===== config.mk =====
export PLATFORM = sky130hd
export DESIGN_NAME = tsi_top
export DESIGN_NICKNAME = d
export VERILOG_FILES = /design/src/tsi_pkg.sv /design/src/tsi_sync.sv /design/src/tsi_crc8.sv /design/src/tsi_top.sv
export VERILOG_INCLUDE_DIRS = /design/src /design/src/src
export SDC_FILE = /design/constraint.sdc
export NUM_CORES = 1
export LEC_CHECK = 0
export BUFFER_PORTS_ARGS = -buffer_cell sky130_fd_sc_hd__buf_2
export CORE_MARGIN = 4
export CORE_UTILIZATION = 60
export DETAILED_ROUTE_END_ITERATION = 8
export GPL_ROUTABILITY_DRIVEN = 0
export PLACE_DENSITY = 0.84
export SETUP_SLACK_MARGIN = 0.15
export SLEW_MARGIN = 10
export SYNTH_ARGS = -nofsm -noshare
export SYNTH_HDL_FRONTEND = slang
export SYNTH_SLANG_ARGS = --single-unit

===== constraint.sdc =====
create_clock -name i_mclk -period 7.3 [get_ports i_mclk]
set_input_delay 1.46 -clock i_mclk [delete_from_list [all_inputs] [get_ports i_mclk]]
set_output_delay 1.46 -clock i_mclk [all_outputs]
set_load 0.05 [all_outputs]

===== src/tsi_params.svh =====
/*
 * Constants of the temperature sensor command front end: bus addresses,
 * command codes, checksum parameters and timing counts at the 250 MHz clock.
 * Assumes inclusion by bare name before the modules that use it.
 */
`ifndef TSI_PARAMS_SVH
`define TSI_PARAMS_SVH

`define TSI_MCLK_MHZ      250
`define TSI_ADDR_LOW      7'h44
`define TSI_ADDR_HIGH     7'h45
`define TSI_CMD_MSB_STR   8'h2C
`define TSI_CMD_MSB_NOSTR 8'h24
`define TSI_LSB_STR_HIGH  8'h06
`define TSI_LSB_STR_MED   8'h0D
`define TSI_LSB_STR_LOW   8'h10
`define TSI_LSB_NS_HIGH   8'h00
`define TSI_LSB_NS_MED    8'h0B
`define TSI_LSB_NS_LOW    8'h16
`define TSI_CRC_POLY      8'h31
`define TSI_CRC_INIT      8'hFF
// Times as printed, then cycle counts derived from the clock rate
`define TSI_PU_TIME_US    1000
`define TSI_RST_PULSE_NS  350
`define TSI_MEAS_LOW_US   4000
`define TSI_MEAS_MED_US   6000
`define TSI_MEAS_HIGH_US  15000
`define TSI_PU_CYC        (`TSI_PU_TIME_US * `TSI_MCLK_MHZ)
`define TSI_RST_CYC       ((`TSI_RST_PULSE_NS * `TSI_MCLK_MHZ + 999) / 1000)
`define TSI_MEAS_LOW_CYC  (`TSI_MEAS_LOW_US * `TSI_MCLK_MHZ)
`define TSI_MEAS_MED_CYC  (`TSI_MEAS_MED_US * `TSI_MCLK_MHZ)
`define TSI_MEAS_HIGH_CYC (`TSI_MEAS_HIGH_US * `TSI_MCLK_MHZ)

`endif


===== src/tsi_pkg.sv =====
/*
 * Types of the temperature sensor command front end.
 * Assumes nothing beyond a SystemVerilog compiler.
 */
package tsi_pkg;

  // Bus engine states, one-hot
  typedef enum logic [5:0] {
    ST_IDLE = 6'h01,
    ST_RECV = 6'h02,
    ST_ACK  = 6'h04,
    ST_SEND = 6'h08,
    ST_MACK = 6'h10,
    ST_HOLD = 6'h20
  } tsi_state_t;

  typedef enum logic [1:0] {
    REP_LOW  = 2'h0,
    REP_MED  = 2'h1,
    REP_HIGH = 2'h2
  } tsi_rep_t;

  // Pins that cross into the clock domain
  typedef struct packed {
    logic scl;
    logic sda;
    logic addr;
    logic rst_n;
  } tsi_pins_t;

  // Decoded measurement command
  typedef struct packed {
    logic     valid;
    logic     stretch;
    tsi_rep_t rep;
  } tsi_cmd_t;

endpackage


===== src/tsi_sync.sv =====
/*
 * Two-flop synchroniser for the pin group.
 * Assumes the pins are asynchronous to i_mclk; first stage feeds only the second.
 */
`timescale 1ns/10ps
`default_nettype none
module tsi_sync
  import tsi_pkg::*;
(
  input  wire logic      i_mclk,
  input  wire logic      i_reset_n,
  input  wire tsi_pins_t i_pins,
  output var tsi_pins_t  o_pins
);
  tsi_pins_t stage1;

  // Idle levels are high: released bus, deasserted reset
  always_ff @(posedge i_mclk or negedge i_reset_n) begin
    if (!i_reset_n) begin
      stage1 <= '1;
      o_pins <= '1;
    end else begin
      stage1 <= i_pins;
      o_pins <= stage1;
    end
  end
endmodule
`default_nettype wire


===== src/tsi_crc8.sv =====
/*
 * Checksum over a 16-bit data word, most significant byte first.
 * Assumes the caller registers the result; purely combinational.
 */
`timescale 1ns/10ps
`default_nettype none
`include "tsi_params.svh"
module tsi_crc8
  import tsi_pkg::*;
(
  input  wire logic [15:0] i_data,
  output logic      [7:0]  o_crc
);
  // Bitwise shift register form, unrolled by the loop
  always_comb begin
    o_crc = `TSI_CRC_INIT;
    for (int i = 15; i >= 0; i--) begin
      if (o_crc[7] ^ i_data[i]) begin
        o_crc = {o_crc[6:0], 1'b0} ^ `TSI_CRC_POLY;
      end else begin
        o_crc = {o_crc[6:0], 1'b0};
      end
    end
  end
endmodule
`default_nettype wire


===== src/tsi_top.sv =====
/*
 * Bus target and single-shot measurement control of a temperature sensor.
 * Assumes open-drain pads outside (output enable low-drives the wire) and a
 * sensor core that presents its 16-bit result on i_temp_data in this clock.
 */
// Functional notes
// - Address 0x44 pin low, 0x45 pin high
// - Header: seven address bits, then read bit
// - Commands decoded from all sixteen bits
// - Every data word followed by checksum
// - Written data without valid checksum discarded; commands here are taken with no checksum
// - Ready for commands within power-up time
// - Hardware reset active low, idles deasserted
// - Measurement ends within 4/6/15 ms
// - Idle entered automatically, no user control
// - START opens transaction, STOP optional
// - Acknowledge low from eighth falling edge
// - Measurement starts on command acknowledge
// - Six single-shot codes, 0x2C and 0x24
// - Read sends two data bytes, checksum
// - No stretching: NACK read without result
// - Stretching: ACK, hold clock until done
// - Works at any clock up to 1 MHz
// - Pins only pulled low or released
`timescale 1ns/10ps
`default_nettype none
`include "tsi_params.svh"
module tsi_top
  import tsi_pkg::*;
#(
  parameter int unsigned PU_CYC        = `TSI_PU_CYC,
  parameter int unsigned MEAS_LOW_CYC  = `TSI_MEAS_LOW_CYC,
  parameter int unsigned MEAS_MED_CYC  = `TSI_MEAS_MED_CYC,
  parameter int unsigned MEAS_HIGH_CYC = `TSI_MEAS_HIGH_CYC
)(
  input  wire logic        i_mclk,
  input  wire logic        i_reset_n,
  input  wire logic        i_scl,
  input  wire logic        i_sda,
  input  wire logic        i_addr_sel,
  input  wire logic        i_hw_reset_low_pin,
  input  wire logic [15:0] i_temp_data,
  output logic             o_sda_out,
  output logic             o_sda_oe,
  output logic             o_scl_out,
  output logic             o_scl_oe,
  output logic             o_ready,
  output logic             o_meas_start,
  output logic             o_meas_busy,
  output logic [1:0]       o_meas_rep
);
  tsi_pins_t pins;
  tsi_pins_t pin;
  logic      scl_prev, sda_prev;
  logic      scl_rise, scl_fall, start_cond, stop_cond;
  logic [7:0] crc_now;

  assign pins = '{scl: i_scl, sda: i_sda, addr: i_addr_sel, rst_n: i_hw_reset_low_pin};

  tsi_sync u_sync (
    .i_mclk    (i_mclk),
    .i_reset_n (i_reset_n),
    .i_pins    (pins),
    .o_pins    (pin)
  );

  tsi_crc8 u_crc (
    .i_data (i_temp_data),
    .o_crc  (crc_now)
  );

  // Edge and bus condition detection on the synchronised lines
  always_ff @(posedge i_mclk or negedge i_reset_n) begin
    if (!i_reset_n) begin
      scl_prev <= 1'b1;
      sda_prev <= 1'b1;
    end else begin
      scl_prev <= pin.scl;
      sda_prev <= pin.sda;
    end
  end
  // Oversampling at 250 MHz covers any bus clock up to 1 MHz
  assign scl_rise   = pin.scl & ~scl_prev;
  assign scl_fall   = ~pin.scl & scl_prev;
  assign start_cond = pin.scl & scl_prev & sda_prev & ~pin.sda;
  assign stop_cond  = pin.scl & scl_prev & ~sda_prev & pin.sda;

  // Measurement length per repeatability, worst case figures
  function automatic logic [21:0] meas_len(input tsi_rep_t r);
    unique case (r)
      REP_LOW: meas_len = 22'(MEAS_LOW_CYC);
      REP_MED: meas_len = 22'(MEAS_MED_CYC);
      default: meas_len = 22'(MEAS_HIGH_CYC);
    endcase
  endfunction

  // Full 16-bit command match, command MSB and LSB both compared
  function automatic tsi_cmd_t decode_cmd(input logic [15:0] c);
    decode_cmd = '{valid: 1'b1, stretch: 1'b1, rep: REP_HIGH};
    unique case (c)
      {`TSI_CMD_MSB_STR, `TSI_LSB_STR_HIGH}:  decode_cmd.rep = REP_HIGH;
      {`TSI_CMD_MSB_STR, `TSI_LSB_STR_MED}:   decode_cmd.rep = REP_MED;
      {`TSI_CMD_MSB_STR, `TSI_LSB_STR_LOW}:   decode_cmd.rep = REP_LOW;
      {`TSI_CMD_MSB_NOSTR, `TSI_LSB_NS_HIGH}: decode_cmd = '{1'b1, 1'b0, REP_HIGH};
      {`TSI_CMD_MSB_NOSTR, `TSI_LSB_NS_MED}:  decode_cmd = '{1'b1, 1'b0, REP_MED};
      {`TSI_CMD_MSB_NOSTR, `TSI_LSB_NS_LOW}:  decode_cmd = '{1'b1, 1'b0, REP_LOW};
      default:                               decode_cmd = '{1'b0, 1'b0, REP_LOW};
    endcase
  endfunction

  // Power-up and pin reset state
  logic [6:0]  rst_cnt, next_rst_cnt;
  logic [17:0] pu_cnt, next_pu_cnt;
  logic        clr, next_clr, next_ready;

  // Pin reset counted before acting: short glitches are ignored
  always_comb begin
    next_rst_cnt = rst_cnt;
    next_clr     = 1'b0;
    next_pu_cnt  = pu_cnt;
    next_ready   = o_ready;
    if (!pin.rst_n) begin
      if (rst_cnt != 7'(`TSI_RST_CYC)) next_rst_cnt = rst_cnt + 7'h01;
      next_clr = (rst_cnt == 7'(`TSI_RST_CYC));
    end else begin
      next_rst_cnt = 7'h00;
    end
    if (clr) begin
      next_pu_cnt = 18'h00000;
      next_ready  = 1'b0;
    end else if (!o_ready) begin
      next_pu_cnt = pu_cnt + 18'h00001;
      next_ready  = (pu_cnt == 18'(PU_CYC - 1));
    end
  end

  always_ff @(posedge i_mclk or negedge i_reset_n) begin
    if (!i_reset_n) begin
      rst_cnt <= 7'h00;
      clr     <= 1'b0;
      pu_cnt  <= 18'h00000;
      o_ready <= 1'b0;
    end else begin
      rst_cnt <= next_rst_cnt;
      clr     <= next_clr;
      pu_cnt  <= next_pu_cnt;
      o_ready <= next_ready;
    end
  end

  // Bus engine state
  tsi_state_t st, next_st;
  logic [3:0] bit_cnt, next_bit_cnt;
  logic [7:0] shreg, next_shreg, cmd_hi, next_cmd_hi;
  logic [1:0] byte_idx, next_byte_idx;
  logic       is_hdr, next_is_hdr, is_read, next_is_read, do_ack, next_do_ack;
  logic       addr_lat, next_addr_lat, mack_ok, next_mack_ok;
  logic       next_sda_oe, next_scl_oe, start_req, next_start_req;
  tsi_cmd_t   req_cmd, next_req_cmd, dec;
  // Measurement state
  logic [21:0] mcnt, next_mcnt;
  logic        stretch_mode, next_stretch_mode, res_valid, next_res_valid;
  logic        next_busy, next_meas_start;
  logic [15:0] res_data, next_res_data;
  logic [7:0]  res_crc, next_res_crc;
  logic [1:0]  next_rep;

  // Readout order: high data byte, low data byte, checksum
  function automatic logic [7:0] tx_byte(input logic [1:0] idx);
    unique case (idx)
      2'h0:    tx_byte = res_data[15:8];
      2'h1:    tx_byte = res_data[7:0];
      default: tx_byte = res_crc;
    endcase
  endfunction

  assign dec = decode_cmd({cmd_hi, shreg});

  always_comb begin
    next_st        = st;
    next_bit_cnt   = bit_cnt;
    next_shreg     = shreg;
    next_cmd_hi    = cmd_hi;
    next_byte_idx  = byte_idx;
    next_is_hdr    = is_hdr;
    next_is_read   = is_read;
    next_do_ack    = do_ack;
    next_addr_lat  = addr_lat;
    next_mack_ok   = mack_ok;
    next_sda_oe    = o_sda_oe;
    next_scl_oe    = o_scl_oe;
    next_start_req = 1'b0;
    next_req_cmd   = req_cmd;
    if (clr) begin
      next_st     = ST_IDLE;
      next_sda_oe = 1'b0;
      next_scl_oe = 1'b0;
    end else if (start_cond) begin
      // Address pin taken at START, held by the master
      next_st       = ST_RECV;
      next_bit_cnt  = 4'h0;
      next_is_hdr   = 1'b1;
      next_byte_idx = 2'h0;
      next_addr_lat = pin.addr;
      next_sda_oe   = 1'b0;
      next_scl_oe   = 1'b0;
    end else if (stop_cond) begin
      next_st     = ST_IDLE;
      next_sda_oe = 1'b0;
    end else begin
      unique case (st)
        ST_IDLE: begin
          next_sda_oe = 1'b0; // Automatic idle after any transfer
        end
        ST_RECV: begin
          if (scl_rise) begin
            next_shreg   = {shreg[6:0], pin.sda};
            next_bit_cnt = bit_cnt + 4'h1;
          end else if (scl_fall && bit_cnt == 4'h8) begin
            next_st = ST_ACK;
            if (is_hdr) begin
              next_is_hdr  = 1'b0;
              next_is_read = shreg[0];
              next_do_ack  = (shreg[7:1] == (addr_lat ? `TSI_ADDR_HIGH : `TSI_ADDR_LOW))
                & (shreg[0] ? (res_valid | (o_meas_busy & stretch_mode))
                            : (o_ready & ~o_meas_busy));
            end else if (byte_idx == 2'h0) begin
              // Command arrives MSB first
              next_cmd_hi   = shreg;
              next_byte_idx = 2'h1;
              next_do_ack   = (shreg == `TSI_CMD_MSB_STR) | (shreg == `TSI_CMD_MSB_NOSTR);
            end else if (byte_idx == 2'h1) begin
              next_byte_idx  = 2'h2;
              next_do_ack    = dec.valid;
              next_start_req = dec.valid;
              next_req_cmd   = dec;
            end else begin
              next_do_ack = 1'b0; // Extra written bytes dropped unchecked
            end
            next_sda_oe = next_do_ack;
          end
        end
        ST_ACK: begin
          // Byte index kept: a write needs it to tell the command LSB from the MSB
          if (scl_fall) begin
            next_bit_cnt  = 4'h0;
            if (!do_ack) begin
              next_st     = ST_IDLE;
              next_sda_oe = 1'b0;
            end else if (!is_read) begin
              next_st     = ST_RECV;
              next_sda_oe = 1'b0;
            end else if (res_valid) begin
              next_st     = ST_SEND;
              next_shreg  = tx_byte(2'h0);
              next_sda_oe = ~next_shreg[7];
            end else begin
              next_st     = ST_HOLD;
              next_sda_oe = 1'b0;
              next_scl_oe = 1'b1;
            end
          end
        end
        ST_HOLD: begin
          // Clock held low until the result lands
          if (res_valid) begin
            next_st     = ST_SEND;
            next_shreg  = tx_byte(2'h0);
            next_sda_oe = ~next_shreg[7];
            next_scl_oe = 1'b0;
          end
        end
        ST_SEND: begin
          if (scl_fall) begin
            if (bit_cnt == 4'h7) begin
              next_st     = ST_MACK;
              next_sda_oe = 1'b0;
            end else begin
              next_shreg   = {shreg[6:0], 1'b0};
              next_sda_oe  = ~shreg[6]; // Zero pulls low, one releases
              next_bit_cnt = bit_cnt + 4'h1;
            end
          end
        end
        ST_MACK: begin
          if (scl_rise) begin
            next_mack_ok = ~pin.sda;
          end else if (scl_fall) begin
            // Master NACK ends the readout at any byte
            if (mack_ok && byte_idx != 2'h2) begin
              next_st       = ST_SEND;
              next_byte_idx = byte_idx + 2'h1;
              next_shreg    = tx_byte(byte_idx + 2'h1);
              next_sda_oe   = ~next_shreg[7];
              next_bit_cnt  = 4'h0;
            end else begin
              next_st = ST_IDLE;
            end
          end
        end
      endcase
    end
  end

  always_ff @(posedge i_mclk or negedge i_reset_n) begin
    if (!i_reset_n) begin
      st        <= ST_IDLE;
      bit_cnt   <= 4'h0;
      shreg     <= 8'h00;
      cmd_hi    <= 8'h00;
      byte_idx  <= 2'h0;
      is_hdr    <= 1'b0;
      is_read   <= 1'b0;
      do_ack    <= 1'b0;
      addr_lat  <= 1'b0;
      mack_ok   <= 1'b0;
      o_sda_oe  <= 1'b0;
      o_scl_oe  <= 1'b0;
      o_sda_out <= 1'b0;
      o_scl_out <= 1'b0;
      start_req <= 1'b0;
      req_cmd   <= '{1'b0, 1'b0, REP_LOW};
    end else begin
      st        <= next_st;
      bit_cnt   <= next_bit_cnt;
      shreg     <= next_shreg;
      cmd_hi    <= next_cmd_hi;
      byte_idx  <= next_byte_idx;
      is_hdr    <= next_is_hdr;
      is_read   <= next_is_read;
      do_ack    <= next_do_ack;
      addr_lat  <= next_addr_lat;
      mack_ok   <= next_mack_ok;
      o_sda_oe  <= next_sda_oe;
      o_scl_oe  <= next_scl_oe;
      o_sda_out <= 1'b0; // Open drain: only low is ever driven
      o_scl_out <= 1'b0;
      start_req <= next_start_req;
      req_cmd   <= next_req_cmd;
    end
  end

  // Measurement timer and result capture with checksum
  always_comb begin
    next_busy         = o_meas_busy;
    next_mcnt         = mcnt;
    next_rep          = o_meas_rep;
    next_stretch_mode = stretch_mode;
    next_res_valid    = res_valid;
    next_res_data     = res_data;
    next_res_crc      = res_crc;
    next_meas_start   = 1'b0;
    if (clr) begin
      next_busy      = 1'b0;
      next_res_valid = 1'b0;
    end else if (start_req) begin
      next_busy         = 1'b1;
      next_mcnt         = 22'h000000;
      next_rep          = req_cmd.rep;
      next_stretch_mode = req_cmd.stretch;
      next_res_valid    = 1'b0;
      next_meas_start   = 1'b1;
    end else if (o_meas_busy) begin
      next_mcnt = mcnt + 22'h000001;
      if (mcnt == meas_len(tsi_rep_t'(o_meas_rep)) - 22'h000001) begin
        next_busy      = 1'b0;
        next_res_valid = 1'b1;
        next_res_data  = i_temp_data;
        next_res_crc   = crc_now;
      end
    end
  end

  always_ff @(posedge i_mclk or negedge i_reset_n) begin
    if (!i_reset_n) begin
      o_meas_busy  <= 1'b0;
      mcnt         <= 22'h000000;
      o_meas_rep   <= REP_LOW;
      stretch_mode <= 1'b0;
      res_valid    <= 1'b0;
      res_data     <= 16'h0000;
      res_crc      <= 8'h00;
      o_meas_start <= 1'b0;
    end else begin
      o_meas_busy  <= next_busy;
      mcnt         <= next_mcnt;
      o_meas_rep   <= next_rep;
      stretch_mode <= next_stretch_mode;
      res_valid    <= next_res_valid;
      res_data     <= next_res_data;
      res_crc      <= next_res_crc;
      o_meas_start <= next_meas_start;
    end
  end

  property p_addr_nack;
    @(posedge i_mclk) disable iff (!i_reset_n)
    (st == ST_RECV && scl_fall && bit_cnt == 4'h8 && is_hdr && !start_cond && !stop_cond
     && !clr && shreg[7:1] != {6'h22, addr_lat}) |=> !do_ack ##1 (st != ST_SEND);
  endproperty
  a_addr_nack: assert property (p_addr_nack) else $error("wrong address acknowledged");
  property p_rw_bit;
    @(posedge i_mclk) disable iff (!i_reset_n)
    $fell(is_hdr) && st == ST_ACK |-> is_read == $past(shreg[0]);
  endproperty
  a_rw_bit: assert property (p_rw_bit) else $error("read bit not taken from header");
  property p_ack_drive;
    @(posedge i_mclk) disable iff (!i_reset_n)
    (st == ST_ACK && do_ack) |-> o_sda_oe;
  endproperty
  a_ack_drive: assert property (p_ack_drive) else $error("ack not driven low");
  property p_start_meas;
    @(posedge i_mclk) disable iff (!i_reset_n)
    start_req && !clr |-> o_sda_oe ##1 (o_meas_start && o_meas_busy);
  endproperty
  a_start_meas: assert property (p_start_meas) else $error("measurement not started on ack");
  property p_meas_bound;
    @(posedge i_mclk) disable iff (!i_reset_n)
    o_meas_busy |-> mcnt < meas_len(tsi_rep_t'(o_meas_rep));
  endproperty
  a_meas_bound: assert property (p_meas_bound) else $error("measurement overran its limit");
  property p_busy_refuse;
    @(posedge i_mclk) disable iff (!i_reset_n)
    (st == ST_RECV && scl_fall && bit_cnt == 4'h8 && is_hdr && !shreg[0] && !start_cond
     && !stop_cond && !clr && (!o_ready || o_meas_busy)) |=> !do_ack;
  endproperty
  a_busy_refuse: assert property (p_busy_refuse) else $error("command taken while busy");
  property p_no_result_nack;
    @(posedge i_mclk) disable iff (!i_reset_n)
    (st == ST_RECV && scl_fall && bit_cnt == 4'h8 && is_hdr && shreg[0] && !start_cond
     && !stop_cond && !clr && !res_valid && !(o_meas_busy && stretch_mode)) |=> !do_ack;
  endproperty
  a_no_result_nack: assert property (p_no_result_nack) else $error("read acked without data");
  property p_stretch_release;
    @(posedge i_mclk) disable iff (!i_reset_n)
    $fell(o_scl_oe) && st == ST_SEND |-> $past(res_valid) && o_sda_oe == ~res_data[15];
  endproperty
  a_stretch_release: assert property (p_stretch_release) else $error("clock released early");
  property p_powerup;
    @(posedge i_mclk) disable iff (!i_reset_n)
    !o_ready |-> pu_cnt < 18'(PU_CYC);
  endproperty
  a_powerup: assert property (p_powerup) else $error("power-up time exceeded");
  property p_open_drain;
    @(posedge i_mclk) disable iff (!i_reset_n)
    !o_sda_out && !o_scl_out && byte_idx != 2'h3;
  endproperty
  a_open_drain: assert property (p_open_drain) else $error("pin driven high");
endmodule
`default_nettype wire


== Yosys cells after proc, flatten, opt, wreduce, memory -nomap -nowiden ==
Cells that the tools add are included.
Cells by class
  add/subtract/negate cells: 6
  equality and inequality tests: 65
  mux-type cells: 153
  bitwise logic cells: 58
  reduce and logical (&&, ||, !) cells: 37
Operators by type and width (number)
  two-way mux 8 bit: 30
  two-way mux 6 bit: 30
  two-way mux 22 bit: 5
  equality test 16 x 14 -> 1 bit (second input constant): 6
  two-way mux 1 bit: 54
  != test 5 bit (second input constant): 9
  NOT 3 bit: 15
  one-hot mux 22 bit (2 select lines): 1
  two-way mux 4 bit: 10
  one-hot mux 8 bit (5 select lines): 1
  two-way mux 18 bit: 2
  != test 3 bit (second input constant): 10
  one-hot mux 6 bit (5 select lines): 1
  != test 2 bit (second input constant): 13
  != test 4 bit (second input constant): 6
  adder 22 x 1 -> 22 bit (second input constant): 1
  equality test 22 bit: 1
  subtractor 22 x 1 -> 22 bit (second input constant): 1
  two-way mux 2 bit: 10
  AND reduction 10 bit: 2
  adder 18 x 1 -> 18 bit (second input constant): 1
  equality test 18 bit (second input constant): 1
  AND reduction 9 bit: 2
  equality test 8 x 6 -> 1 bit (second input constant): 2
  44 further kinds: 105
Storage, ports and cells
  flip-flop bits (word level): 128
  bits of input ports: 22
  output and inout bits: 9
  logic and storage cells: 356

== Logic depth before layout (Yosys ltp) ==
Gate-level depths: netlist (run 1).
  depth in word-level cells: 31
  mapped depth: 10
  mapped depth without buffers: 8

== Hierarchy ==
A second synthesis (run 1) with hierarchy kept.
Unflattened totals
  cells, all modules: 671
  area, all modules: 6999.2 um^2
Modules (own cells, without submodules)
  tsi_top: times used 1, cells each 629, area each 6406.1 um^2, sequential area each 3006.6 um^2
  tsi_crc8: times used 1, cells each 34, area each 382.9 um^2, sequential area each 0.0 um^2
  tsi_sync: times used 1, cells each 8, area each 210.2 um^2, sequential area each 210.2 um^2

== Least setup slack after synthesis (run 1) ==
OpenSTA, ideal clock, no wires.
  path type: input to register
  start: input i_temp_data[14]
  end: register res_crc[0]
  setup time: 0.125 ns
  arrival: 2.964 ns
  required time: 7.175 ns
  path slack: 4.211 ns
  cell stages on the path: 7
  buffers on the path: 0
  cells stage by stage: xnor3_1 > xnor2_1 > xnor2_1 > xnor2_1 > xnor2_1 > xnor2_1 > mux2_2
Between the ends
  word-level cells in the longest chain between the ends: 15
  elaborated cells between the ends (all ways): 29
  those cells by class: mux (13); bitwise (16)
Ends and longest elaborated chain
  start: declaration: line tsi_top.sv:42  | input wire logic [15:0] i_temp_data,
  XOR 1 bit *: line tsi_crc8.sv:18  | if (o_crc[7] ^ i_data[i]) begin
  two-way mux 6 bit *: line tsi_crc8.sv:18
  XOR 1 bit / two-way mux 6 bit (equally long branches): line tsi_crc8.sv:18
  two-way mux 6 bit: line tsi_crc8.sv:18
  XOR 1 bit / two-way mux 6 bit (equally long branches): line tsi_crc8.sv:18
  two-way mux 6 bit / NOT 3 bit (equally long branches)
  two-way mux 6 bit: line tsi_crc8.sv:18
  two-way mux 6 bit / NOT 3 bit (equally long branches)
  two-way mux 6 bit: line tsi_crc8.sv:18
  NOT 3 bit (no line) / XOR 1 bit (equally long branches)
  two-way mux 6 bit: line tsi_crc8.sv:18
  NOT 3 bit (no line) / XOR 1 bit (equally long branches)
  two-way mux 6 bit *: line tsi_crc8.sv:18
  XOR 1 bit *: line tsi_crc8.sv:18
  two-way mux 6 bit *: line tsi_crc8.sv:18
  end signal: assignment: line tsi_top.sv:391  | res_crc <= next_res_crc;
  end: declaration: line tsi_top.sv:165  | logic [7:0] res_crc, next_res_crc;
Every way passes the cells marked *; elsewhere a longest branch is shown, timed or not.
A chain may end at the register's enable or synchronous reset.

== Worst setup path after layout (run 1) ==
Same ends and word-level chain as after synthesis.

==> results of run 1 <==
-- where the power goes --
group | total [mW] | switching (mW) | internal (mW)
logic | 0.452 | 0.232 | 0.220
clock network | 0.890 | 0.284 | 0.607
registers | 0.869 | 0.0897 | 0.779
-- state kept, by name (all words and copies together), names as in the netlist, 2 cells and up --
| name | count |
|---|---|
| mcnt | 22 |
| pu_cnt | 18 |
| res_data | 16 |
| cmd_hi | 8 |
| res_crc | 8 |
| shreg | 8 |
| rst_cnt | 7 |
| st | 6 |
| bit_cnt | 4 |
| u_sync.o_pins | 4 |
| u_sync.stage1 | 4 |
| req_cmd | 3 |
| byte_idx | 2 |
| o_meas_rep | 2 |
-- cell type report --
cell class	instances	area, um2	area share [%]
sequential	128	3220	42.1
clock inverter	6	130	1.70
clock buffer	26	499	6.53
multi-input combinational	488	3390	44.4
tap	140	175	2.29
inverter	16	60.1	0.785
timing repair buffer	32	173	2.26
-- per-layer routing --
layer | up-vias | track usage (%)
met5 | - | 0
met4 | 0 | 9.98
met3 | 27 | 6.34
met2 | 156 | 38.3
met1 | 2491 | 29.3
li1 | 2391 | -
-- final timing paths --
| kind | endpoint | cells past startpoint | slack, ns |
|---|---|---|---|
| max in group asynchronous | res_data[6] | 2 | 4.86 |
| min in group asynchronous | pu_cnt[0] | 1 | 1.08 |
| max | res_crc[0] | 8 | 4.21 |
| min reg2reg | u_sync.o_pins[0] | 0 | 0.35 |
| min | u_sync.o_pins[0] | 0 | 0.35 |
| max reg2reg | shreg[1] | 5 | 4.50 |
-- stage by stage --
step	total power, mW	util, %	std cells
6_report	2.21	69.6	836
5_1_grt	2.32	69.6	836
4_1_cts	2.22	69.6	836
3_5_place_dp	1.32	63.9	804
3_3_place_gp	1.30	63.9	804
2_1_floorplan	1.23	-	660
-- worst register-to-register path: stages (launching register included) --
cell and delay, ns:
dfrtp_1 0.42, nor3_1 0.32, nand3_1 0.58, o32ai_1 1.00, a221o_1 0.28, mux2_4 0.14
-- cells by family (layout without fill, tap and decap cells) --
logic type,Yosys count,count (layout),synth area share (%)
fa+ha+maj,11,11,2.02
compound gates,93,93,9.57
buf+inv,44,80,2.98
other cells,1,2,0.0551
mux,51,51,8.86
xor+xnor,76,76,9.98
simple gates,255,255,19.3
flops,128,128,47.2
-- Yosys cell counts, types with 5 or more instances --
cell,count,share of area (%)
or3_1,8,0.73
and3_1,15,1.4
dfstp_2,11,4.2
xnor2_1,43,5.5
nor3_1,14,1.0
mux2_4,8,1.8
ha_1,11,2.0
buf_2,6,0.44
nand4_1,13,1.2
or4_1,5,0.55
a22oi_1,10,1.1
inv_1,16,0.88
nand4b_1,6,0.77
nor2_1,78,4.3
nand3_1,21,1.5
o21ai_0,22,1.6
nor4_1,7,0.64
a21oi_1,16,1.2
nor2b_1,12,1.1
clkbuf_1,16,0.88
mux2_2,42,6.9
a221o_1,7,1.0
nand2_1,47,2.6
dfrtp_1,117,43
xor2_1,32,4.1
-- placed cells by master, fill, tap and decap left out, drive strengths merged, types with 15 or more instances in the layout --
cell	instances
xnor2	43
mux2	50
and3	15
clkbuf	26
nand3	21
dfrtp	117
nor2	80
buf	32
a21oi	16
inv	16
xor2	32
nand2	47
o21ai	25
==> results.md, run 1 <==
* CTS sink count at between 100 and 150
* Post-CTS Setup Bufs at 0
* Final hold vios at 0
* Slew HR at 38.0%
* Final setup viols at 0
* Cell count after synthesis at 659
* Row cnt at 38
* Most used cell, CP: xnor2_1
* Crit Path Max Fanout at 4
* Fill count at 787
* CTS tree: built
* H-tree depth at 4
* Largest net degree at the start of global routing at 76
* Clock Latency Late Sink at 0.42 ns
* # DRC at 0
* Initial Util at 62.0%
* CTS resizes at 0
* MaxCap Viol Count at 0
* Routed vias/inst at slightly above 6
* Hold-fix buffers, CTS at 0
* CP Capture Type: flip-flop
* Setup WS pre-CTS at 3.83 ns
* Clk slew on worst S/H paths at 0.06 ns
* Placed Area at 0.00702 mm2
* Yosys warnings at 0
* Avg Cell Area, Syn at between 10 and 15 um2
* Initial antenna violation count at 0
* Critical path arrival at between 3 and 4 ns
* Met2 WL post-DR at 7.21 mm
* Register area share after synthesis at between 40% and 50%
* WL/cell at between 15 and 20 um
* Unrepaired setup endpoints after global routing: false
* Metal3 WL at 650 um
* Pins Over Slew Limit at 0
* Vias in the first global route at slightly above 5,000
* Via Count at 5,065
* Die ar. at around 0.013 mm2
* Grt ovf at 0
* Mapped Area at 0.00681 mm2
* Detailed Place HPWL at ~9.6 mm
* Critical path origin: i_temp_data[14]
* CP Cell Sequence: buf_2 -> xnor3_1 -> xnor2_1 -> xnor2_1 -> xnor2_1 -> xnor2_1 -> xnor2_1 -> mux2_2
* Die W at 115 um
* TritonRoute pass-1 iters at 5
* Antenna Cells at 0
* Worst clock skew at 0.0128 ns
* Synth Register Bits at between 100 and 150
* Tot GR Track Use at between 20% and 30%
* Synth Flop Type: dfrtp_1
* Post-synth EDFFs at 0
* Top Layer Used: met4
* Slowest CP cell: xnor3_1
* DRT Wirelength at 14.1 mm
* Layout cell share with drive strength beyond 1 at around 18%
* Port Buf Inserts at 28
* I/O Pins at 31
* Hold Crit Start: u_sync.stage1[0]
* 1st-iter DRT viols at 295
* Synth-to-layout area growth at 12.3%
* Worst setup margin at roughly 4.2 ns
* Root Buffer Master: clkbuf_16
* Worst min path class: flip-flop to flip-flop
* PwrDens at roughly 290 mW/mm2
* WP buf/inv at 1
* Die H at ~110 um
* CTS Buf Count at 17
* Actual slew at the worst max-slew pin at between 0.9 and 1 ns
* Final instance area at between 0.007 and 0.008 mm2
* CP startpoint kind: input port
* Metal-1 WL at slightly below 6 mm
* Outcome: finished, final reports clean
* Final worst-path cycle share at 42.3%
* Antenna Nets Post-Route at 0
* Delay-heaviest family, CP: XOR/XNOR gates
* Final Critical Period at slightly above 3 ns
* Crit path largest cell delay at 0.41 ns
* Core Box Area at roughly 0.011 mm2
* Bufs on Longest Clock Path at 2
* Critical Path RT at 7.60 ns
* WHS at 0.354 ns
* Distinct cells, synth at 67
* Leak Pwr at roughly 3.5 nW
* Maximum clock rate at 0.324 GHz
* Crit path kind: input port to flip-flop
* Post-synth ARST share at 100%
* Nets@finish at 716
* Final setup TNS at 0 ns
* Global-route wire length before repair at 24.5 mm
* R2r startpoint: st[1]
* VDD IR max at roughly 260 uV
No activity file was read; power rests on OpenSTA's default activity.
==> run 2: changes to the inputs <==
--- a/config.mk
+++ b/config.mk
@@ -8,10 +8,10 @@
 export LEC_CHECK = 0
 export BUFFER_PORTS_ARGS = -buffer_cell sky130_fd_sc_hd__buf_2
 export CORE_MARGIN = 4
-export CORE_UTILIZATION = 60
+export CORE_UTILIZATION = 56
 export DETAILED_ROUTE_END_ITERATION = 8
 export GPL_ROUTABILITY_DRIVEN = 0
-export PLACE_DENSITY = 0.84
+export PLACE_DENSITY = 0.83
 export SETUP_SLACK_MARGIN = 0.15
 export SLEW_MARGIN = 10
 export SYNTH_ARGS = -nofsm -noshare
==> constraint.sdc (replaced) <==
create_clock -name i_mclk -period 2.81 [get_ports i_mclk]
set_input_delay 0.562 -clock i_mclk [delete_from_list [all_inputs] [get_ports i_mclk]]
set_output_delay 0.562 -clock i_mclk [all_outputs]
set_load 0.05 [all_outputs]
==> run 2 against run 1 <==
Compared with the run above: wire length is 1.1% higher; largest cell class unchanged; critical path type is now flip-flop to flip-flop; worst setup slack worse by 3.9 ns; critical path depth is 2 lower.
==> results.md, run 2 (same netlist as run 1, synthesis figures left out) <==
* Crit Path Max Fanout at 8 (+4)
* Final instance area at 0.00772 mm2 (+0.90%)
* Initial antenna violation count at 0 (unchanged)
* CP Capture Type: flip-flop
* Initial Util at 56.9% (-5.1 points)
* Clock Latency Late Sink at 0.42 ns (about the same)
* Worst clock skew at 0.0126 ns (-0.000170 ns)
* Nets@finish at 725 (+1.3%)
* Core Box Area at 0.0120 mm2 (+8.9%)
* Actual slew at the worst max-slew pin at 0.743 ns (-0.185 ns)
* CP Cell Sequence: or4_1 -> or4_1 -> and4_4 -> o41ai_2 -> a21oi_1 -> o31ai_2
* Grt ovf at 0 (unchanged)
* Placed insts at 820 (+2.0%)
* Die W at 118 um (+3.3%)
* 1st-iter DRT viols at 425 (+44%)
* Critical path arrival at 2.81 ns (-0.58 ns)
* # DRC at 0 (unchanged)
* Reg with most FFs: mcnt
* Row cnt at 40 (+5.3%)
* WP buf/inv at 0 (-1)
* Final worst-path cycle share at 88.4%
* Leak Pwr at 3.51 nW (+1.1%)
* R2r startpoint: shreg[5]
* Via Count at 5,123 (+1.1%)
* Critical Path RT at 3.13 ns (-4.47 ns)
* Crit path kind: flip-flop to flip-flop
* Setup WS pre-CTS at 0.241 ns (-3.59 ns)
* I/O Pins at 31 (unchanged)
* Largest registers: mcnt: 22 flops, pu_cnt: 18 flops, res_data: 16 flops
* Slowest CP cell: or4_1
* Final setup TNS at 0 ns (unchanged)
* Tot GR Track Use at 21.9% (-1.6 points)
* Max reg flops at 22 (unchanged)
* Vias in the first global route at 5,248 (+1.4%)
* Root Buffer Master: clkbuf_16
* Internal at 4.12 mW (+160%)
* Worst reg2reg path endpoint: o_sda_oe
* Seq pwr share at 39.3% (about the same)
* CP startpoint kind: flip-flop
* Clock power share at 38.8% (-1.4 points)
* Worst setup margin at 0.326 ns (-3.89 ns)
* R2r setup slk at 0.33 ns (-4.17 ns)
* Global-route wire length before repair at 24.9 mm (+1.5%)
* Fin cells at 852 (+1.9%)
* Unrepaired setup endpoints after global routing: false
* Layout cell share with drive strength beyond 1 at 19.6% (+1.2 points)
* Most frequent cells in the layout: dfrtp_1, nor2_1, nand2_1, xnor2_1, mux2_2
* Pins Over Slew Limit at 0 (unchanged)
* DRT Wirelength at 14.3 mm (+1.1%)
* Psw at 1.60 mW (+160%)
* WL/cell at 16.8 um (-0.75%)
* Maximum clock rate at 0.403 GHz
* Die H at 118 um (+3.3%)
* CTS sink count at 128 (unchanged)
* MaxCap Viol Count at 0 (unchanged)
* Slew HR at 50.5% (+13 points)
* Largest net degree at the start of global routing at 60 (-21%)
* Delay-heaviest family, CP: simple AND/OR/NAND/NOR gates
* Clk slew on worst S/H paths at 0.05 ns (about the same)
* CTS tree: built
* Antenna Cells at 0 (unchanged)
* Logic pwr share at 21.9% (+1.4 points)
* Hold-fix buffers, CTS at 0 (unchanged)
* Placed Area at 0.00711 mm2 (+1.3%)
* Final setup viols at 0 (unchanged)
* Bufs on Longest Clock Path at 2 (unchanged)
* VDD IR max at 992 uV (+280%)
* Crit path largest cell delay at 0.59 ns (+0.18 ns)
* R2R depth at 6 (+1)
* Worst min path class: input port to asynchronous set/reset pin
* TritonRoute pass-1 iters at 5 (unchanged)
* H-tree depth at 4 (unchanged)
* Antenna Nets Post-Route at 0 (unchanged)
* Most used cell, CP: or4_1
* Post-layout util at 64.5% (-5.1 points)
* Switching Share at 28.0% (+0.61 points)
* Final Critical Period at 2.48 ns
* Outcome: finished, final reports clean
* Detailed Place HPWL at 10.1 mm (+4.8%)
* Die ar. at 0.0140 mm2 (+6.6%)
* CTS Buf Count at 17 (unchanged)
* Commonest non-fill, non-tap cell in the layout: dfrtp_1
* Synth-to-layout area growth at 13.3%
* Port Buf Inserts at 28 (unchanged)
* PwrDens at 742 mW/mm2 (+160%)
* Final hold vios at 0 (unchanged)
* Routed vias/inst at 6.01 (-0.75%)
run 2: cell count changes in the layout (fill, tap and decap cells not counted), sizes merged:
cell    before  now
clkinv       2    3
bufinv       4    3
buf         32   41
run 2: timing repair:
| action | CTS | global route |
|---|---|---|
| endpoints found under the hold margin | 0 | 0 |
| endpoints found under the setup margin | 0 | 8 |
| gates resized for setup | 0 | 1 |
| buffers inserted | 0 | 0 |
run 2: layer usage:
| layer | global-route usage (%) | part of all wire (%) | vias up |
|---|---|---|---|
| met3 | 5.60 | 5.2 | 34 |
| met2 | 37.3 | 51 | 180 |
| li1 | - | - | 2402 |
| met1 | 26.6 | 41 | 2507 |
| met5 | 0 | 0 | - |
| met4 | 8.28 | 2.1 | 0 |
run 2: per-stage QoR:
step / hold WS, ns / total power [mW]
global route: 0.227 / 6.03
floorplan: 0.266 / 3.19
CTS: 0.232 / 5.75
global placement: 0.346 / 3.42
detailed placement: 0.347 / 3.50
finish: 0.223 / 5.72
run 2: power by group through the flow:
| stage | Sequential (mW) | Clock [mW] | Combinational [mW] |
|---|---|---|---|
| 2_1_floorplan | 2.17 | 0 | 1.02 |
| 3_3_place_gp | 2.25 | 0 | 1.17 |
| 3_5_place_dp | 2.27 | 0 | 1.23 |
| 4_1_cts | 2.24 | 2.26 | 1.24 |
| 5_1_grt | 2.27 | 2.37 | 1.38 |
| 6_report | 2.25 | 2.22 | 1.25 |
run 2: layout make-up:
cell class / count / area [um2]
inverters: 16 / 60.1
multi-input cells: 488 / 3400
clock buffers: 26 / 499
repair buffers: 41 / 253
fillers: 928 / 4240
well taps: 147 / 184
clock inverters: 6 / 105
flip-flops and latches: 128 / 3220
run 2: worst max path at each step:
stage	from	endpoint	slack [ns]	cells past startpoint
6_report	shreg[5]	o_sda_oe	0.33	6
5_1_grt	cmd_hi[4]	o_sda_oe	0.20	7
4_1_cts	st[3]	shreg[6]	0.24	6
3_5_place_dp	i_temp_data[14]	res_crc[0]	0.24	8
3_3_place_gp	st[3]	shreg[6]	0.33	6
2_1_floorplan	o_meas_rep[0]	res_data[10]	0.34	8
==> run 3: changes to the inputs <==
--- a/config.mk
+++ b/config.mk
@@ -6,14 +6,16 @@
 export SDC_FILE = /design/constraint.sdc
 export NUM_CORES = 1
 export LEC_CHECK = 0
+export ABC_AREA = 1
 export BUFFER_PORTS_ARGS = -buffer_cell sky130_fd_sc_hd__buf_2
 export CORE_MARGIN = 4
 export CORE_UTILIZATION = 56
 export DETAILED_ROUTE_END_ITERATION = 8
 export GPL_ROUTABILITY_DRIVEN = 0
-export PLACE_DENSITY = 0.83
+export PLACE_DENSITY = 0.82
+export RECOVER_POWER = 100
 export SETUP_SLACK_MARGIN = 0.15
-export SLEW_MARGIN = 10
+export SLEW_MARGIN = 20
 export SYNTH_ARGS = -nofsm -noshare
 export SYNTH_HDL_FRONTEND = slang
 export SYNTH_SLANG_ARGS = --single-unit
==> run 3 against run 2 <==
Compared with the run above: wire length up 17%; cell count up 46%; non-clock buffer count down 7; the run now ends with max-capacitance violations, max-slew violations left; largest power group is now clock; critical endpoint is now shreg[1]; critical path depth up 3.
==> results.md, run 3 <==
* H-tree depth at 4 (unchanged)
* Final setup TNS at 0 ns (unchanged)
* Crit path largest cell delay at 0.58 ns (about the same)
* Final instance area at 0.00837 mm2 (+8.4%)
* Placed Area at 0.00783 mm2 (+10%)
* CTS resizes at 0 (unchanged)
* Yosys warnings at 0 (unchanged)
* WL/cell at 13.5 um (-20%)
* Clk slew on worst S/H paths at 0.05 ns (about the same)
* Outcome: complete, but fails checks
* Cell count after synthesis at 1,018 (+54%)
* Final hold vios at 0 (unchanged)
* Most frequent cells in the layout: nand2_1, inv_1, dfrtp_1, o21ai_0, nor2_1
* CTS tree: built
* Antenna Nets Post-Route at 0 (unchanged)
* Final setup viols at 0 (unchanged)
* Post-synth EDFFs at 0 (unchanged)
* Dominant cells by area after synthesis: dfrtp_1, nand2_1, inv_1
* CTS Buf Count at 17 (unchanged)
* I/O Pins at 31 (unchanged)
* CP Cell Sequence: inv_1 -> nand3_2 -> inv_1 -> nor2_4 -> inv_2 -> nor3_2 -> nand4_1 -> nand2_1 -> o21ai_0
* CTS sink count at 128 (unchanged)
* Actual slew at the worst max-slew pin at 1.61 ns (+0.864 ns)
* Synth-to-layout area growth at 11.3%
* Bufs on Longest Clock Path at 2 (unchanged)
* Total chip power at 5.57 mW (-2.6%)
* Most common cell in the synthesized netlist: nand2_1
* Critical Path RT at 3.07 ns (-0.06 ns)
* Mapped Area at 0.00752 mm2 (+10%)
* Synth Flop Type: dfrtp_1
* Crit Path Max Fanout at 16 (+8)
* Post-CTS Setup Bufs at 0 (unchanged)
* Initial Util at 57.0% (+0.075 points)
* Most used cell, CP: inv_1
* Nets@finish at 1,085 (+50%)
* Slew HR at -7.15% (-58 points)
* Pins Over Slew Limit at 63 (+63)
* Worst clock skew at 0.00920 ns (-0.00343 ns)
* MaxCap Viol Count at 1 (+1)
* Final Critical Period at 2.57 ns (+0.0831 ns)
* Tot GR Track Use at 23.4% (+1.5 points)
* Max reg flops at 22 (unchanged)
* PwrDens at 666 mW/mm2 (-10%)
* Row cnt at 42 (+5.0%)
* Commonest non-fill, non-tap cell in the layout: nand2_1
* Core Box Area at 0.0132 mm2 (+10%)
* Die H at 124 um (+4.7%)
* Die ar. at 0.0153 mm2 (+9.7%)
* Reg with most FFs: mcnt
* Crit path kind: flip-flop to flip-flop
* Clock Latency Late Sink at 0.42 ns (about the same)
* Worst min path class: input port to flip-flop
* Antenna Cells at 0 (unchanged)
* Layout cell share with drive strength beyond 1 at 9.95% (-9.6 points)
* Die W at 124 um (+4.7%)
* CP Capture Type: flip-flop
* Port Buf Inserts at 28 (unchanged)
* Synth Register Bits at 128 (unchanged)
* # DRC at 0 (unchanged)
* DRT Wirelength at 16.8 mm (+17%)
* Fill count at 1,162 (+25%)
* Slowest CP cell: dfstp_1
* Post-synth ARST share at 100% (unchanged)
* Maximum clock rate at 0.390 GHz (-3.2%)
* Delay-heaviest family, CP: simple AND/OR/NAND/NOR gates
* Post-synth top area share at 38.9% (-4.1 points)
* Largest net degree at the start of global routing at 64 (+6.7%)
* WHS at 0.238 ns (+0.0145 ns)
* CP Depth at 9 (+3)
* Unrepaired setup endpoints after global routing: false
* Register area share after synthesis at 42.8% (-4.5 points)
* Hold-fix buffers, CTS at 0 (unchanged)
* Synth area leader: dfrtp_1
* Avg Cell Area, Syn at 7.39 um2 (-29%)
* Root Buffer Master: clkbuf_16
* Global-route wire length before repair at 28.5 mm (+15%)
* CP startpoint kind: flip-flop
* Leak Pwr at 4.14 nW (+18%)
* Routed vias/inst at 5.51 (-8.3%)
* Detailed Place HPWL at 12.1 mm (+20%)
* TritonRoute pass-1 iters at 6 (+1)
* Violated checks: max-capacitance violations, max-slew violations
* Most instantiated cells after synthesis: nand2_1, inv_1, dfrtp_1
* R2R depth at 9 (+3)
* Hold depth at 1
* Largest registers: mcnt: 22 flops, pu_cnt: 18 flops, res_data: 16 flops
* Distinct cells, synth at 50 (-25%)
* Vias in the first global route at 6,360 (+21%)
* Via Count at 6,841 (+34%)
* 1st-iter DRT viols at 763 (+80%)
* WP buf/inv at 3 (+3)
* Initial antenna violation count at 0 (unchanged)
* Critical path arrival at 2.83 ns (+0.02 ns)
* Final worst-path cycle share at 91.3% (+3.0 points)
* Grt ovf at 0 (unchanged)
* VDD IR max at 583 uV (-41%)
run 3: cell types whose count changed after synthesis, moves of 20 or more:
cell	change
nand2_1	+223
inv_1	+117
o21ai_0	+52
nand3_1	+48
mux2_2	-40
xnor2_1	-38
a21oi_1	+30
o21ai_1	+20
run 3: final timing paths:
check / from / endpoint / slack (ns)
max in group asynchronous: i_reset_n / pu_cnt[16] / 0.72
setup / recovery: u_sync.o_pins[2] / shreg[1] / 0.24
min in group asynchronous: i_reset_n / mcnt[21] / 0.56
hold / removal: i_hw_reset_low_pin / u_sync.stage1[0] / 0.24
hold reg to reg: u_sync.stage1[1] / u_sync.o_pins[1] / 0.36
setup reg to reg: u_sync.o_pins[2] / shreg[1] / 0.24
run 3: cell families after synthesis:
group,count (synthesis),share of synthesized area (%)
flip-flops,128,42.8
other,1,0.0499
XOR/XNOR,23,2.68
adder cells (fa/ha/maj),11,1.83
AND/OR/NAND/NOR,519,31.3
buffers and inverters,166,8.92
AO/OA/AOI/OAI,168,12.2
multiplexers,2,0.299
run 3: cell type report:
class | instances | area, um2 | area share [%]
clock inverter | 10 | 106 | 1.27
clock buffer | 22 | 494 | 5.91
sequential | 128 | 3220 | 38.4
timing repair buffer | 34 | 181 | 2.17
tap | 176 | 220 | 2.63
multi-input combinational | 725 | 3590 | 42.9
inverter | 146 | 557 | 6.65
run 3: metal layers:
layer / track usage [%] / wire length, um / part of all wire, % / up-vias
li1: - / - / - / 3395
met1: 30.3 / 7460 / 44 / 3147
met2: 38.5 / 7890 / 47 / 254
met3: 4.77 / 1000 / 6.0 / 45
met4: 9.20 / 419 / 2.5 / 0
met5: 0 / 0 / 0 / -
run 3: per-stage QoR:
stage / util [%] / instances / worst slack, ns
4_1_cts: 63.9 / 1241 / 0.530
6_report: 63.4 / 1241 / 0.243
2_1_floorplan: - / 1019 / 0.727
3_5_place_dp: 59.4 / 1209 / 0.554
3_3_place_gp: 59.4 / 1209 / 0.565
5_1_grt: 63.4 / 1241 / 0.102
run 3: worst reg2reg max path: stages, from the launching register on:
cell,delay [ns]
dfstp_1,0.58
inv_1,0.08
nand3_2,0.17
inv_1,0.20
nor2_4,0.22
inv_2,0.11
nor3_2,0.21
nand4_1,0.50
nand2_1,0.23
o21ai_0,0.13
run 3: power breakdown:
part / leakage (nW) / internal [mW] / switching (mW) / total [mW]
sequential: 1.58 / 1.98 / 0.143 / 2.12
combinational: 2.25 / 0.409 / 0.831 / 1.24
clock: 0.302 / 1.42 / 0.799 / 2.21
total: 4.14 / 3.80 / 1.77 / 5.57
